**config.mk**
```make
export PLATFORM = sky130hd
export DESIGN_NAME = cpr_ctrl_regs
export DESIGN_NICKNAME = d
export VERILOG_FILES = /design/src/cpr_pkg.sv /design/src/cpr_ctrl_regs.sv
export VERILOG_INCLUDE_DIRS = /design/src
export SDC_FILE = /design/constraint.sdc
export NUM_CORES = 1
export LEC_CHECK = 0
export BUFFER_PORTS_ARGS = -buffer_cell sky130_fd_sc_hd__buf_2
export CAP_MARGIN = 20
export CORE_UTILIZATION = 52
export DETAILED_ROUTE_END_ITERATION = 10
export PLACE_DENSITY = 0.8
export SKIP_LAST_GASP = 1
export SYNTH_ARGS = -nofsm -noshare
export SYNTH_HDL_FRONTEND = slang
export SYNTH_SLANG_ARGS = --single-unit
```
**constraint.sdc**
```tcl
create_clock -name pclk -period 2.05 [get_ports pclk]
set_input_delay 0 -clock pclk [delete_from_list [all_inputs] [get_ports pclk]]
set_output_delay 0 -clock pclk [all_outputs]
set_load 0.005 [all_outputs]
```
**src/cpr_map.svh**
```systemverilog
`ifndef CPR_MAP_SVH
`define CPR_MAP_SVH

// ****************************************************
// Register indices (byte address is four times these)
// ****************************************************
`define CPR_IDX_CMP_SEL 8'h9e
`define CPR_IDX_AMP 8'h9f
`define CPR_IDX_PORT2 8'ha0
`define CPR_IDX_PWM 8'ha1
`define CPR_IDX_PIN_MODE 8'ha2
`define CPR_IDX_AUX 8'ha8

// ****************************************************
// Reset values
// ****************************************************
`define CPR_RST_CMP_SEL 8'hf7
`define CPR_RST_AMP 8'hec
`define CPR_RST_PORT2 8'hff
`define CPR_RST_PWM 8'h00
`define CPR_RST_PIN_MODE 8'h55
`define CPR_RST_AUX 8'h00

// ****************************************************
// Field positions
// ****************************************************
`define CPR_CMP_NEG_SRC 7
`define CPR_CMP_NEG_HI 6
`define CPR_CMP_NEG_LO 4
`define CPR_CMP_POS_AMP 3
`define CPR_CMP_POS_HI 2
`define CPR_CMP_POS_LO 0
`define CPR_AMP_PD 7
`define CPR_AMP_PIN_HI 6
`define CPR_AMP_PIN_LO 5
`define CPR_AMP_NREF 4
`define CPR_AMP_GAIN_HI 3
`define CPR_AMP_GAIN_LO 2
`define CPR_AMP_MODE_HI 1
`define CPR_AMP_MODE_LO 0
`define CPR_PWM_GRP_CK_HI 7
`define CPR_PWM_GRP_CK_LO 6
`define CPR_PWM_GRP_EN 5
`define CPR_PWM_ZERO_EN 4
`define CPR_PWM_ZERO_CK_HI 3
`define CPR_PWM_ZERO_CK_LO 2
`define CPR_PWM_NEG_MSK 1
`define CPR_PWM_POS_MSK 0
`define CPR_AUX_DEB_STATE 7
`define CPR_AUX_MSK_EN 6
`define CPR_AUX_CLEAR 5
`define CPR_AUX_DB_HI 1
`define CPR_AUX_DB_LO 0
`define CPR_AUX_RW_MASK 8'h63
`define CPR_PORT2_PIN_HI 1

// ****************************************************
// Debounce lengths in system clock cycles
// ****************************************************
`define CPR_DB_LEN_1 5'h04
`define CPR_DB_LEN_2 5'h08
`define CPR_DB_LEN_3 5'h10

`endif

```
**src/cpr_pkg.sv**
```systemverilog
`default_nettype none
// ****************************************************
// Types shared by the control register bank
// ****************************************************
package cpr_pkg;
    // Decoded PWM clock source
    typedef enum logic [1:0] {
        CPR_CLK_SYS,
        CPR_CLK_RC,
        CPR_CLK_RC2
    } cpr_clk_src_e;
endpackage
`default_nettype wire

```
**src/cpr_ctrl_regs.sv**
```systemverilog
`timescale 1ns/1ps
`default_nettype none
`include "cpr_map.svh"

module cpr_ctrl_regs
    import cpr_pkg::*;
(
    // Clock, reset and freeze
    input wire logic pclk,
    input wire logic presetn,
    input wire logic clk_en,
    // APB slave
    input wire logic psel,
    input wire logic penable,
    input wire logic pwrite,
    input wire logic [11:0] paddr,
    input wire logic [31:0] pwdata,
    input wire logic [3:0] pstrb,
    output logic [31:0] prdata,
    output logic pready,
    output logic pslverr,
    // Comparator input routing
    output logic neg_input_source_sel,
    output logic [3:0] neg_ext_input_sel,
    output logic pos_from_amp_sel,
    output logic [3:0] pos_ext_input_sel,
    // Amplifier control
    output logic amp_power_down,
    output logic [3:0] amp_pos_input_sel,
    output logic amp_neg_ref_sel,
    output logic [1:0] amp_gain_sel,
    output logic [1:0] amp_mode_sel,
    // Port 2 pin data
    output logic [1:0] port2_pin_data,
    // PWM control
    output cpr_clk_src_e pwm_group_clk_sel,
    output cpr_clk_src_e pwm_zero_clk_sel,
    output logic pwm_group_enable,
    output logic pwm_zero_enable,
    input wire logic pwm_zero_pos_in,
    input wire logic pwm_zero_neg_in,
    output logic pwm_zero_pos_out,
    output logic pwm_zero_neg_out,
    // Pin modes of port 1 pins 0..3
    output logic [1:0] port1_pin_mode [4],
    // Comparator raw output and its debounced level
    input wire logic cmp_raw_output,
    output logic cmp_debounced
);

    // ****************************************************
    // Decode functions
    // ****************************************************
    // One-hot select of four inputs; top code bit opens all
    function automatic logic [3:0] sel4(input logic [2:0] code);
        return code[2] ? 4'h0 : 4'h1 << code[1:0];
    endfunction

    // One-hot select of three pins plus ground (bit 3)
    function automatic logic [3:0] pin_or_gnd(input logic [1:0] code);
        return 4'h1 << code;
    endfunction

    // Clock source code to decoded source; 00 and 01 both system
    function automatic cpr_clk_src_e clk_src(input logic [1:0] code);
        case (code)
            2'h2: return CPR_CLK_RC;
            2'h3: return CPR_CLK_RC2;
            default: return CPR_CLK_SYS;
        endcase
    endfunction

    // Debounce length for a select code, zero for none
    function automatic logic [4:0] db_len(input logic [1:0] code);
        case (code)
            2'h1: return `CPR_DB_LEN_1;
            2'h2: return `CPR_DB_LEN_2;
            2'h3: return `CPR_DB_LEN_3;
            default: return 5'h00;
        endcase
    endfunction

    // ****************************************************
    // APB decode
    // ****************************************************
    logic [7:0] cmp_sel_q; // Comparator input select
    logic [7:0] amp_q; // Amplifier control
    logic [7:0] port2_q; // Port 2 data and spare bits
    logic [7:0] pwm_q; // PWM clock, enable and mask data
    logic [7:0] pin_mode_q; // Port 1 low pin modes
    logic [7:0] aux_q; // Debounce, mask enable, clear
    logic [7:0] cmp_sel_d;
    logic [7:0] amp_d;
    logic [7:0] port2_d;
    logic [7:0] pwm_d;
    logic [7:0] pin_mode_d;
    logic [7:0] aux_d;
    logic pready_q; // Second access cycle answers
    logic [31:0] prdata_q; // Captured read data
    logic pslverr_q; // Unmapped address answer
    logic [7:0] idx; // Register index from the address
    logic hit; // Address maps to a register
    logic acc; // First access cycle
    logic wr; // Write takes effect this edge
    logic [7:0] rd_mux; // Read data of addressed register

    assign idx = paddr[9:2];
    assign acc = psel && penable && !pready_q;
    assign wr = psel && penable && pready_q && pwrite && hit && pstrb[0];

    // Address match and read selection
    always_comb begin
        hit = 1'b1;
        rd_mux = 8'h00;
        if (paddr[1:0] != 2'h0 || paddr[11:10] != 2'h0) begin
            // Misaligned or out of range
            hit = 1'b0;
        end else begin
            case (idx)
                `CPR_IDX_CMP_SEL: rd_mux = cmp_sel_q;
                `CPR_IDX_AMP: rd_mux = amp_q;
                `CPR_IDX_PORT2: rd_mux = port2_q;
                `CPR_IDX_PWM: rd_mux = pwm_q;
                `CPR_IDX_PIN_MODE: rd_mux = pin_mode_q;
                `CPR_IDX_AUX: begin
                    // Live debounced level in the top bit
                    rd_mux = aux_q;
                    rd_mux[`CPR_AUX_DEB_STATE] = cmp_debounced;
                end
                default: hit = 1'b0;
            endcase
        end
    end

    // Next register values from a bus write
    always_comb begin
        cmp_sel_d = cmp_sel_q;
        amp_d = amp_q;
        port2_d = port2_q;
        pwm_d = pwm_q;
        pin_mode_d = pin_mode_q;
        aux_d = aux_q;
        if (wr) begin
            case (idx)
                `CPR_IDX_CMP_SEL: cmp_sel_d = pwdata[7:0];
                `CPR_IDX_AMP: amp_d = pwdata[7:0];
                `CPR_IDX_PORT2: port2_d = pwdata[7:0];
                `CPR_IDX_PWM: pwm_d = pwdata[7:0];
                `CPR_IDX_PIN_MODE: pin_mode_d = pwdata[7:0];
                `CPR_IDX_AUX: aux_d = pwdata[7:0] & `CPR_AUX_RW_MASK;
                default: aux_d = aux_q;
            endcase
        end
    end

    // ****************************************************
    // APB answer: one wait cycle, then ready
    // ****************************************************
    always_ff @(posedge pclk or negedge presetn) begin
        if (!presetn) begin
            pready_q <= 1'b0;
            prdata_q <= 32'h0;
            pslverr_q <= 1'b0;
        end else if (clk_en) begin
            // Ready pulses for one cycle per transfer
            pready_q <= acc;
            if (acc) begin
                prdata_q <= {24'h0, rd_mux};
                pslverr_q <= !hit;
            end
        end
    end

    assign pready = pready_q;
    assign prdata = prdata_q;
    assign pslverr = pslverr_q;

    // ****************************************************
    // Register storage
    // ****************************************************
    always_ff @(posedge pclk or negedge presetn) begin
        if (!presetn) begin
            cmp_sel_q <= `CPR_RST_CMP_SEL;
            amp_q <= `CPR_RST_AMP;
            port2_q <= `CPR_RST_PORT2;
            pwm_q <= `CPR_RST_PWM;
            pin_mode_q <= `CPR_RST_PIN_MODE;
            aux_q <= `CPR_RST_AUX;
        end else if (clk_en) begin
            cmp_sel_q <= cmp_sel_d;
            amp_q <= amp_d;
            port2_q <= port2_d;
            pwm_q <= pwm_d;
            pin_mode_q <= pin_mode_d;
            aux_q <= aux_d;
        end
    end

    // ****************************************************
    // Comparator and amplifier routing outputs
    // ****************************************************
    always_ff @(posedge pclk or negedge presetn) begin
        if (!presetn) begin
            neg_input_source_sel <= 1'(`CPR_RST_CMP_SEL >> `CPR_CMP_NEG_SRC);
            neg_ext_input_sel <= 4'h0;
            pos_from_amp_sel <= 1'b0;
            pos_ext_input_sel <= 4'h0;
        end else if (clk_en) begin
            neg_input_source_sel <= cmp_sel_d[`CPR_CMP_NEG_SRC];
            // Top code bit leaves the input open
            neg_ext_input_sel <= sel4(
                cmp_sel_d[`CPR_CMP_NEG_HI:`CPR_CMP_NEG_LO]);
            pos_from_amp_sel <= cmp_sel_d[`CPR_CMP_POS_AMP];
            pos_ext_input_sel <= sel4(
                cmp_sel_d[`CPR_CMP_POS_HI:`CPR_CMP_POS_LO]);
        end
    end

    // Amplifier power, input, reference, gain and mode
    always_ff @(posedge pclk or negedge presetn) begin
        if (!presetn) begin
            amp_power_down <= 1'b1;
            amp_pos_input_sel <= 4'h8;
            amp_neg_ref_sel <= 1'b0;
            amp_gain_sel <= 2'h3;
            amp_mode_sel <= 2'h0;
        end else if (clk_en) begin
            amp_power_down <= amp_d[`CPR_AMP_PD];
            amp_pos_input_sel <= pin_or_gnd(
                amp_d[`CPR_AMP_PIN_HI:`CPR_AMP_PIN_LO]);
            amp_neg_ref_sel <= amp_d[`CPR_AMP_NREF];
            amp_gain_sel <= amp_d[`CPR_AMP_GAIN_HI:`CPR_AMP_GAIN_LO];
            amp_mode_sel <= amp_d[`CPR_AMP_MODE_HI:`CPR_AMP_MODE_LO];
        end
    end

    // Port 2 pin data; upper bits stay internal
    always_ff @(posedge pclk or negedge presetn) begin
        if (!presetn) begin
            port2_pin_data <= 2'h3;
        end else if (clk_en) begin
            port2_pin_data <= port2_d[`CPR_PORT2_PIN_HI:0];
        end
    end

    // ****************************************************
    // PWM control outputs
    // ****************************************************
    always_ff @(posedge pclk or negedge presetn) begin
        if (!presetn) begin
            pwm_group_clk_sel <= CPR_CLK_SYS;
            pwm_zero_clk_sel <= CPR_CLK_SYS;
            pwm_group_enable <= 1'b0;
            pwm_zero_enable <= 1'b0;
        end else if (clk_en) begin
            pwm_group_clk_sel <= clk_src(
                pwm_d[`CPR_PWM_GRP_CK_HI:`CPR_PWM_GRP_CK_LO]);
            pwm_zero_clk_sel <= clk_src(
                pwm_d[`CPR_PWM_ZERO_CK_HI:`CPR_PWM_ZERO_CK_LO]);
            pwm_group_enable <= pwm_d[`CPR_PWM_GRP_EN];
            pwm_zero_enable <= pwm_d[`CPR_PWM_ZERO_EN];
        end
    end

    // PWM0 outputs, overridden by mask data on a masked clear
    always_ff @(posedge pclk or negedge presetn) begin
        if (!presetn) begin
            pwm_zero_pos_out <= 1'b0;
            pwm_zero_neg_out <= 1'b0;
        end else if (clk_en) begin
            if (aux_q[`CPR_AUX_CLEAR] && aux_q[`CPR_AUX_MSK_EN]) begin
                // Override permitted and requested
                pwm_zero_neg_out <= pwm_q[`CPR_PWM_NEG_MSK];
                pwm_zero_pos_out <= pwm_q[`CPR_PWM_POS_MSK];
            end else begin
                // Pass the PWM unit through
                pwm_zero_neg_out <= pwm_zero_neg_in;
                pwm_zero_pos_out <= pwm_zero_pos_in;
            end
        end
    end

    // ****************************************************
    // Port 1 pin modes, one field per pin
    // ****************************************************
    for (genvar g = 0; g < 4; g++) begin : g_pin_mode
        always_ff @(posedge pclk or negedge presetn) begin
            if (!presetn) begin
                port1_pin_mode[g] <= 2'h1;
            end else if (clk_en) begin
                port1_pin_mode[g] <= pin_mode_d[2*g+1 -: 2];
            end
        end
    end

    // ****************************************************
    // Comparator raw output debounce
    // ****************************************************
    logic [4:0] db_cnt_q; // Cycles the raw level has differed
    logic [4:0] db_need; // Length for the selected code
    assign db_need = db_len(aux_q[`CPR_AUX_DB_HI:`CPR_AUX_DB_LO]);
    // New level is taken once it has held for the length
    always_ff @(posedge pclk or negedge presetn) begin
        if (!presetn) begin
            db_cnt_q <= 5'h0;
            cmp_debounced <= 1'b0;
        end else if (clk_en) begin
            if (cmp_raw_output == cmp_debounced) begin
                db_cnt_q <= 5'h0;
            end else if (db_need == 5'h0 ||
                         db_cnt_q == db_need - 5'h1) begin
                // No debounce, or the level has held long enough
                cmp_debounced <= cmp_raw_output;
                db_cnt_q <= 5'h0;
            end else begin
                db_cnt_q <= db_cnt_q + 5'h1;
            end
        end
    end

    // ****************************************************
    // Checks
    // ****************************************************
    neg_route_a: assert property (@(posedge pclk) disable iff (!presetn)
        neg_ext_input_sel == sel4(cmp_sel_q[`CPR_CMP_NEG_HI:`CPR_CMP_NEG_LO]))
        else $error("negative comparator route mismatch");
    pos_src_a: assert property (@(posedge pclk) disable iff (!presetn)
        pos_from_amp_sel == cmp_sel_q[`CPR_CMP_POS_AMP] &&
        pos_ext_input_sel == sel4(cmp_sel_q[`CPR_CMP_POS_HI:`CPR_CMP_POS_LO]))
        else $error("positive comparator route mismatch");
    amp_ctrl_a: assert property (@(posedge pclk) disable iff (!presetn)
        amp_power_down == amp_q[`CPR_AMP_PD] &&
        amp_pos_input_sel ==
            pin_or_gnd(amp_q[`CPR_AMP_PIN_HI:`CPR_AMP_PIN_LO]))
        else $error("amplifier power or input mismatch");
    amp_gain_a: assert property (@(posedge pclk) disable iff (!presetn)
        {amp_gain_sel, amp_mode_sel, amp_neg_ref_sel} ==
        {amp_q[`CPR_AMP_GAIN_HI:`CPR_AMP_MODE_LO], amp_q[`CPR_AMP_NREF]})
        else $error("amplifier gain, mode or reference mismatch");
    port2_wr_a: assert property (@(posedge pclk) disable iff (!presetn)
        clk_en && wr && idx == `CPR_IDX_PORT2 |=>
        port2_q == $past(pwdata[7:0]) &&
        port2_pin_data == $past(pwdata[1:0]))
        else $error("port 2 write not taken");
    pwm_en_a: assert property (@(posedge pclk) disable iff (!presetn)
        pwm_group_enable == pwm_q[`CPR_PWM_GRP_EN] &&
        pwm_zero_enable == pwm_q[`CPR_PWM_ZERO_EN] &&
        pwm_zero_clk_sel == clk_src(pwm_q[3:2]))
        else $error("PWM enable or clock mismatch");
    mask_out_a: assert property (@(posedge pclk) disable iff (!presetn)
        clk_en && aux_q[`CPR_AUX_CLEAR] && aux_q[`CPR_AUX_MSK_EN] |=>
        pwm_zero_neg_out == $past(pwm_q[`CPR_PWM_NEG_MSK]) &&
        pwm_zero_pos_out == $past(pwm_q[`CPR_PWM_POS_MSK]))
        else $error("PWM0 mask data not driven");
    mask_off_a: assert property (@(posedge pclk) disable iff (!presetn)
        clk_en && !aux_q[`CPR_AUX_MSK_EN] |=>
        pwm_zero_pos_out == $past(pwm_zero_pos_in))
        else $error("PWM0 override without mask enable");
    db_hold_a: assert property (@(posedge pclk) disable iff (!presetn)
        clk_en && aux_q[1:0] == 2'h1 && $changed(cmp_debounced) |->
        $past(cmp_raw_output, 4) == cmp_debounced)
        else $error("debounce released too early");
    apb_wait_a: assert property (@(posedge pclk) disable iff (!presetn)
        clk_en && acc |=> pready && prdata[7:0] == $past(rd_mux))
        else $error("APB answer late or wrong");
endmodule // cpr_ctrl_regs
`default_nettype wire

```
======== Word-level counts from Yosys, hierarchy flattened ========
Index checks and enable logic that the tools add are counted.
word-level totals
  logic and storage cells ................. 94
  register bits after elaboration ......... 96
  input port bits ......................... 57
  output and inout bits ................... 73
cells by class
  eq/ne operators ......................... 15
  multiplexer cells ....................... 21
  add/sub/neg operators ................... 2
  bitwise operators ....................... 1
  reduce and logical (&&, ||, !) cells .... 20
  shift-type cells ........................ 3
operators by type and width
  cell                                                 number
  two-way mux 8 bit                                    9
  equality test 8 bit, second input constant           6
  one-hot mux 8 bit (6 select lines)                   1
  one-hot mux 5 bit (3 select lines)                   1
  equality test 2 bit, second input constant           6
  AND reduction 3 bit                                  4
  left shift 1 x 2 -> 4 bit, first input constant      3
  two-way mux 5 bit                                    2
  two-way mux 4 bit                                    2
  one-hot mux 2 bit (2 select lines)                   2
  logical AND 1 bit                                    7
  OR reduction 6 bit                                   1
  adder 5 x 1 -> 5 bit, second input constant          1
  equality test 5 bit                                  1
  logical NOT 5 bit                                    1
  subtractor 5 x 1 -> 5 bit, second input constant     1
  two-way mux 1 bit                                    4
  nonzero test 2 bit                                   2
  equality test 2 x 1 -> 1 bit, second input constant  1
  logical NOT 1 bit                                    2
  logical OR 1 bit                                     2
  AND reduction 2 bit                                  1
  equality test 1 bit                                  1
  NOT 1 bit                                            1

======== Logic depth before layout (Yosys ltp) ========
Gate-level depths: netlist of the first run.
  depth in word-level cells ............... 9
  mapped depth ............................ 7
  mapped depth without buffers ............ 7

======== Least setup slack after synthesis of the first run ========
Ideal clock, no wire load.
  kind .................................... input -> register
  start ................................... input paddr[1]
  end ..................................... register aux_q[1]
  setup slack ............................. 0.234 ns
  path buffers ............................ 0
  library setup time ...................... 0.125 ns
  cell stages on the path ................. 4
  data required time ...................... 1.925 ns
  arrival ................................. 1.692 ns
  cell sequence ........................... or4_4 -> or4_4 -> nor4_4 -> mux2_2
between the ends
  word-level cells in the longest chain between the ends .. 6
ends and longest elaborated chain
  what                            RTL line              RTL
  start: declaration              cpr_ctrl_regs.sv:16   input wire logic [11:0] paddr,
  nonzero test 2 bit              cpr_ctrl_regs.sv:115  if (paddr[1:0] != 2'h0 || paddr[11:10] != 2'h0) begin
  logical OR 1 bit                cpr_ctrl_regs.sv:115
  two-way mux 1 bit               cpr_ctrl_regs.sv:115
  logical AND 1 bit (2 in a row)  cpr_ctrl_regs.sv:109  assign wr = psel && penable && pready_q && pwrite && hit && pstrb[0];
  AND reduction 3 bit (no line)   -
  end signal: assignment          cpr_ctrl_regs.sv:188  aux_q <= `CPR_RST_AUX;
  end signal: assignment          cpr_ctrl_regs.sv:195  aux_q <= aux_d;
  end: declaration                cpr_ctrl_regs.sv:91   logic [7:0] aux_q;
No other way between the ends.
A chain may end at the register's enable or synchronous reset.

======== Final worst setup path of the first run ========
  start ................................... register aux_q[0]
  end ..................................... register db_cnt_q[4]
between the ends
  word-level cells in the longest chain between the ends .. 7
  elaborated cells between the ends (all ways) .. 10
  classes of those cells .................. add/sub: 1; eq/ne: 4; mux: 3; reduce/logical: 2
ends and longest elaborated chain
  what                                                                 RTL line              RTL
  equality test 2 bit or equality test 2 x 1 -> 1 bit (tied branches)  cpr_ctrl_regs.sv:75   case (code)
  one-hot mux 5 bit (3 select lines) (*)                               cpr_ctrl_regs.sv:75
  subtractor 5 x 1 -> 5 bit                                            cpr_ctrl_regs.sv:311  db_cnt_q == db_need - 5'h1) begin
  equality test 5 bit                                                  cpr_ctrl_regs.sv:311
  logical OR 1 bit (*)                                                 cpr_ctrl_regs.sv:310  end else if (db_need == 5'h0 ||
  two-way mux 5 bit (*)                                                cpr_ctrl_regs.sv:310
  two-way mux 5 bit (*)                                                cpr_ctrl_regs.sv:308  if (cmp_raw_output == cmp_debounced) begin
  end signal: assignment                                               cpr_ctrl_regs.sv:316  db_cnt_q <= db_cnt_q + 5'h1;
  end: declaration                                                     cpr_ctrl_regs.sv:299  logic [4:0] db_cnt_q;
Every way passes the cells marked *; elsewhere a longest branch is shown, timed or not.

==> impl_metrics.env, run 1 <==
export IMPL_dpl_cell_area_sq_um=4610
export IMPL_clk_latency_ns=0.36
export IMPL_htree_levels=3
export IMPL_drc=0
export IMPL_mostFrequentLayoutCells="77 x buf_2, 53 x dfrtp_1, 45 x mux2_2, 27 x nand2_1, 25 x dfstp_2"
export IMPL_arrival_ns=2.15
export IMPL_seq_area_frac_synth_pct=47.7
export IMPL_initial_utilization_pct=53.8
export IMPL_cap_viol_max_count=0
export IMPL_grt_pass1_wl_microns=15600
export IMPL_hp_class="primary input to flip-flop"
export IMPL_synth_area_leaders="dfrtp_1 32%, dfstp_2 16%, mux2_2 12%, buf_4 5.4%, mux2i_1 3.8%"
export IMPL_cp_depth=7
export IMPL_clockBufferDepth=2
export IMPL_grt_overflow_total=0
export IMPL_area_growth_pct=17.0
export IMPL_grt_max_degree=79
export IMPL_synth_ff_type="dfrtp_1"
export IMPL_synth_cell_types=54
export IMPL_end_kind="flip-flop"
export IMPL_setup_tns_final_ns=0
export IMPL_period_minus_slack_ns=1.86
export IMPL_ant_nets=0
export IMPL_hold_ws_ns=0.00467
export IMPL_grt_busiest_layer="met2"
export IMPL_synth_warnings=0
export IMPL_peakVddDrop_v=0.000416
export IMPL_core_area_sq_um=7730
export IMPL_finalWeightedCongestion=0.839
export IMPL_r2r_slack_ns=0.19
export IMPL_antenna_found_initial=0
export IMPL_syn_inst=379
export IMPL_die_w_microns=91.4
export IMPL_path_clk_slew_ns=0.08
export IMPL_yosys_register_bits=78
export IMPL_synthArstFlopShare_pct=100
export IMPL_setup_violations_final=0
export IMPL_status="finished, final reports clean"
export IMPL_numCtsBuffers=9
export IMPL_fillers=620
export IMPL_drt_initial_drc_count=206
export IMPL_ios=130
export IMPL_hold_viol=0
export IMPL_cts_tree="yes"
export IMPL_layout_commonest_cell="buf_2"
export IMPL_antenna_cells=0
export IMPL_root_buffer="clkbuf_8"
export IMPL_worstRegToRegCells=7
export IMPL_whs_path_depth=3
export IMPL_start_kind="flip-flop"
export IMPL_wl_microns=9490
export IMPL_vias=3236
export IMPL_layout_drive_gt1_share_pct=41.5
export IMPL_holdPathEnd="pwm_zero_clk_sel[1]$_DFFE_PN0P_"
export IMPL_p_per_area_nw_per_um2=622
export IMPL_grt_util_met1_pct=33.0
export IMPL_critPathMaxStageDelay_ns=0.40
export IMPL_port_buffers=78
export IMPL_synth_edff_count=0
export IMPL_clock_sinks=78
export IMPL_postCtsSetupBuffers=0
export IMPL_grtUsageTotal_pct=24.3
export IMPL_synth_top_cell_area_share_pct=31.9
export IMPL_syn_area_sq_um=4160
export IMPL_power_leakage_nw=2.35
export IMPL_final_area_sq_um=4870
export IMPL_use_met3_pct=5.44
export IMPL_fmax_ghz=0.537
export IMPL_hold_start="pwdata[2]"
export IMPL_fin_nets=523
export IMPL_wl_per_cell_microns=16.7
export IMPL_rows=32
export IMPL_slew_violations=0
export IMPL_grt_pass1_vias=3128
export IMPL_vias_per_cell=5.69
export IMPL_dp_slack_ns=0.0314
export IMPL_syn_avg_cell_area_sq_um=11.0
export IMPL_r2r_start="aux_q[0]$_DFFE_PN0P_"
export IMPL_path_cells="inv_1 > ha_1 > xor2_1 > a41oi_1 > nand3_2 > nor3_1 > a211o_1"
export IMPL_worst_path_buf_inv=1
export IMPL_first_pass_iters=4
export IMPL_r2r_end="db_cnt_q[4]$_DFFE_PN0P_"
export IMPL_fin_ws_ns=0.188
export IMPL_path_delay_family="simple AND/OR/NAND/NOR gates"
export IMPL_die_y_microns=91.4
export IMPL_synth_top_area_cell="dfrtp_1"
export IMPL_dieArea_sq_um=8360
export IMPL_grt_setup_unrepaired="no"
export IMPL_post_route_period_util_pct=90.8
export IMPL_required_ns=2.34
export IMPL_path_class="flip-flop to flip-flop"
export IMPL_grtUsageMet2_pct=37.7
export IMPL_cp_slowest_cell="dfrtp_1"
export IMPL_hpwl_microns=6900
export IMPL_crit_path_max_fanout=8
export IMPL_finClkSkew_ns=0.00993
-- report_power, final --
part / leakage, nW / switching [mW] / internal, mW / total, mW
clock network: 0.101 / 0.545 / 0.685 / 1.23
logic: 1.28 / 0.142 / 0.0823 / 0.224
registers: 0.969 / 0.0124 / 1.56 / 1.57
total: 2.35 / 0.699 / 2.33 / 3.03
-- registers in the layout (all words and copies together), names as in the netlist, 2 cells and up --
signal,count
amp_q,8
cmp_sel_q,8
pin_mode_q,8
port2_q,8
prdata,8
pwm_q,8
db_cnt_q,5
amp_pos_input_sel,4
aux_q,4
neg_ext_input_sel,4
pos_ext_input_sel,4
pwm_group_clk_sel,2
pwm_zero_clk_sel,2
-- layer usage --
metal / vias to the layer above / wire [microns]
li1: 1476 / -
met1: 1613 / 4200
met2: 132 / 4430
met3: 15 / 677
met4: 0 / 181
met5: - / 0
-- how the worst max path moves through the flow --
| stage | startpoint | to |
|---|---|---|
| after floorplan | paddr[1] | aux_q[1]$_DFFE_PN0P_ |
| after global placement | paddr[1] | aux_q[1]$_DFFE_PN0P_ |
| after detailed placement | paddr[1] | aux_q[1]$_DFFE_PN0P_ |
| after CTS | aux_q[0]$_DFFE_PN0P_ | db_cnt_q[4]$_DFFE_PN0P_ |
| after global routing | aux_q[0]$_DFFE_PN0P_ | db_cnt_q[3]$_DFFE_PN0P_ |
| final | aux_q[0]$_DFFE_PN0P_ | db_cnt_q[4]$_DFFE_PN0P_ |
-- per-stage QoR --
step / total power [mW] / instances / util (%)
2_1_floorplan: 1.73 / 402 / -
3_3_place_gp: 1.81 / 549 / 59.7
3_5_place_dp: 1.82 / 549 / 59.7
4_1_cts: 3.05 / 569 / 62.9
5_1_grt: 3.13 / 569 / 63.0
6_report: 3.03 / 569 / 63.0
-- worst min-delay path, cell delays in order --
cell and delay, ns:
buf_2 0.17, nand2_1 0.07, o21ai_0 0.07
-- cells by family (layout without fill, tap and decap cells) --
kind of cell / Yosys count / count (layout) / share of synthesized area [%]
xor+xnor: 4 / 4 / 0.842
other cells: 1 / 24 / 0.0901
simple gates: 119 / 119 / 16.7
buf+inv: 60 / 125 / 8.24
fa+ha+maj: 5 / 5 / 1.44
compound gates: 51 / 51 / 8.96
flops: 78 / 78 / 47.7
mux: 61 / 61 / 16.0
-- timing repair --
item,CTS,global route
endpoints found under the setup margin,0,2
gates resized for setup,0,1
hold buffers,4,0
endpoints found under the hold margin,88,0
-- synthesized netlist by cell type (all sizes together), types with 7 or more instances --
cell,instances
inv,10
dfstp,25
mux2,45
nand3,14
mux2i,16
o2bb2ai,9
o21ai,12
dfrtp,53
nor2,20
buf,35
nand4b,8
nand2,29
nor3,7
clkbuf,15
-- area by class of cell --
class | instances | area (sq um) | share of cell area [%]
Tap cell | 102 | 128 | 2.62
Clock buffer | 12 | 135 | 2.78
Inverter | 10 | 37.5 | 0.771
Timing Repair Buffer | 99 | 573 | 11.8
Clock inverter | 4 | 72.6 | 1.49
Multi-Input combinational cell | 264 | 1940 | 39.8
Sequential cell | 78 | 1980 | 40.7
Power figures use the tool's default switching activity.
==> run 2: changes to the inputs <==
Settings changed: CORE_UTILIZATION 52 to 41, PLACE_DENSITY 0.8 to 0.68, SLEW_MARGIN from default to 20.
Clock period 2.05 ns to 1.7 ns, I/O delays scaled along.
==> run 2 against run 1 <==
Net effect:
- the run now ends with negative setup slack left
- clock-buffer cell count fell by 2
- worst hold slack better by 0.018 ns
- flip-flop and latch count did not move
- clock skew fell by 0.0034 ns
- first-iteration DRC count is 59% lower
- critical path depth fell by 3
- cell area up 7.1%
- wire length is 7.3% higher
==> impl_metrics.env, run 2 (synthesis gave the netlist of run 1 again) <==
export IMPL_period_minus_slack_ns=1.74
export IMPL_start_kind="flip-flop"
export IMPL_ant_nets=0
export IMPL_grtUsageTotal_pct=20.4
export IMPL_cp_slowest_cell="or4_4"
export IMPL_fin_nets=545
export IMPL_wl_microns=10200
export IMPL_initial_utilization_pct=42.4
export IMPL_finalWeightedCongestion=0.872
export IMPL_grt_setup_unrepaired="yes"
export IMPL_status="finished, violations left"
export IMPL_slew_headroom_pct=65.1
export IMPL_required_ns=1.93
export IMPL_finalPower_mw=3.55
export IMPL_dieArea_sq_um=10600
export IMPL_vias_per_cell=5.22
export IMPL_grt_pass1_wl_microns=16000
export IMPL_die_w_microns=103
export IMPL_dp_cells=598
export IMPL_worst_pin_slew_ns=0.523
export IMPL_clock_sinks=78
export IMPL_finClkSkew_ns=0.00652
export IMPL_hpwl_microns=7340
export IMPL_rows=36
export IMPL_slew_violations=0
export IMPL_end_kind="flip-flop"
export IMPL_path_clk_slew_ns=0.08
export IMPL_arrival_ns=1.98
export IMPL_clockBufferDepth=2
export IMPL_hold_viol=0
export IMPL_drc=0
export IMPL_worst_path_buf_inv=0
export IMPL_grt_overflow_total=0
export IMPL_first_pass_iters=4
export IMPL_mostFrequentLayoutCells="78 x buf_2, 53 x dfrtp_1, 38 x mux2_2, 31 x buf_4, 27 x nand2_1"
export IMPL_core_area_sq_um=9820
export IMPL_crit_path_max_fanout=4
export IMPL_fin_ws_ns=-0.0441
export IMPL_power_leakage_nw=2.47
export IMPL_multi_input_comb_area_sq_um=2080
export IMPL_p_per_area_nw_per_um2=681
export IMPL_numCtsBuffers=9
export IMPL_vias=3248
export IMPL_root_buffer="clkbuf_8"
export IMPL_antenna_cells=0
export IMPL_critPathMaxStageDelay_ns=0.49
export IMPL_path_class="flip-flop to flip-flop"
export IMPL_cap_viol_max_count=0
export IMPL_grt_pass1_vias=3161
export IMPL_seq_area_sq_um=1980
export IMPL_die_y_microns=103
export IMPL_violations="negative setup slack"
export IMPL_layout_commonest_cell="buf_2"
export IMPL_path_delay_family="simple AND/OR/NAND/NOR gates"
export IMPL_cts_tree="yes"
export IMPL_layout_drive_gt1_share_pct=47.9
export IMPL_path_cells="nand3_2 > or4_4 > nor4_4 > mux2_2"
export IMPL_peakVddDrop_v=0.000599
export IMPL_port_buffers=78
export IMPL_antenna_found_initial=0
export IMPL_clk_latency_ns=0.35
export IMPL_final_cells=622
export IMPL_drt_initial_drc_count=85
export IMPL_wl_per_cell_microns=16.4
export IMPL_area_growth_pct=25.3
export IMPL_setup_violations_final=20
export IMPL_fillers=898
export IMPL_grt_max_degree=42
export IMPL_fin_util_pct=53.1
export IMPL_htree_levels=3
export IMPL_dp_slack_ns=-0.314
export IMPL_hp_class="primary input to flip-flop"
export IMPL_ios=130
export IMPL_post_route_period_util_pct=103
export IMPL_fmax_ghz=0.573
run 2: metal layers:
layer | routed length [microns] | global-route usage, % | part of all wire (%)
met4 | 187 | 7.69 | 1.8
met3 | 537 | 4.20 | 5.3
met1 | 4510 | 26.7 | 44
met2 | 4940 | 33.4 | 49
met5 | 0 | 0 | 0
run 2: worst min-delay path: stages:
cell and delay [ns]:
buf_2 0.17, nand2_1 0.07, o21ai_0 0.08
run 2: through the flow:
stage	setup TNS (ns)	hold slack, ns	cell area, sq um
2_1_floorplan	-3.18	-0.296	4280
3_3_place_gp	-10.08	0.00629	4810
3_5_place_dp	-11.05	0.00971	4810
4_1_cts	-0.205	0.0113	5120
5_1_grt	-2.51	0.0169	5210
6_report	-0.255	0.0224	5210
run 2: report_power, final:
| part | switching, mW | total, mW | internal (mW) |
|---|---|---|---|
| combinational | 0.183 | 0.298 | 0.114 |
| sequential | 0.0139 | 1.89 | 1.88 |
| clock | 0.686 | 1.36 | 0.673 |
| total | 0.883 | 3.55 | 2.67 |
run 2: cell type report:
class | instances | share of cell area, %
Inverter | 10 | 0.720
Tap cell | 133 | 3.19
Clock inverter | 6 | 1.20
Clock buffer | 10 | 2.45
Timing Repair Buffer | 121 | 14.6
Multi-Input combinational cell | 264 | 39.8
Sequential cell | 78 | 38.0
run 2: what timing repair did:
| item | 4_1_cts | 5_1_grt |
|---|---|---|
| hold buffers | 6 | 0 |
| endpoints found under the hold margin | 50 | 0 |
| setup endpoints to repair | 27 | 52 |
| resized for setup | 11 | 21 |
| pin swaps | 3 | 7 |
| cloned | 0 | 1 |
| buffers inserted | 0 | 1 |
run 2: final timing paths:
kind	to	cells after the start	slack, ns	from
max	aux_q[6]$_DFFE_PN0P_	4	-0.04	pready$_DFFE_PN0P_
max in group asynchronous	port2_q[7]$_DFFE_PN1P_	3	0.87	presetn
min reg2reg	prdata[6]$_DFFE_PN0P_	2	0.48	prdata[6]$_DFFE_PN0P_
min in group asynchronous	neg_ext_input_sel[2]$_DFFE_PN0P_	2	0.17	presetn
min	pwm_zero_clk_sel[1]$_DFFE_PN0P_	3	0.02	pwdata[2]
max reg2reg	aux_q[6]$_DFFE_PN0P_	4	-0.04	pready$_DFFE_PN0P_
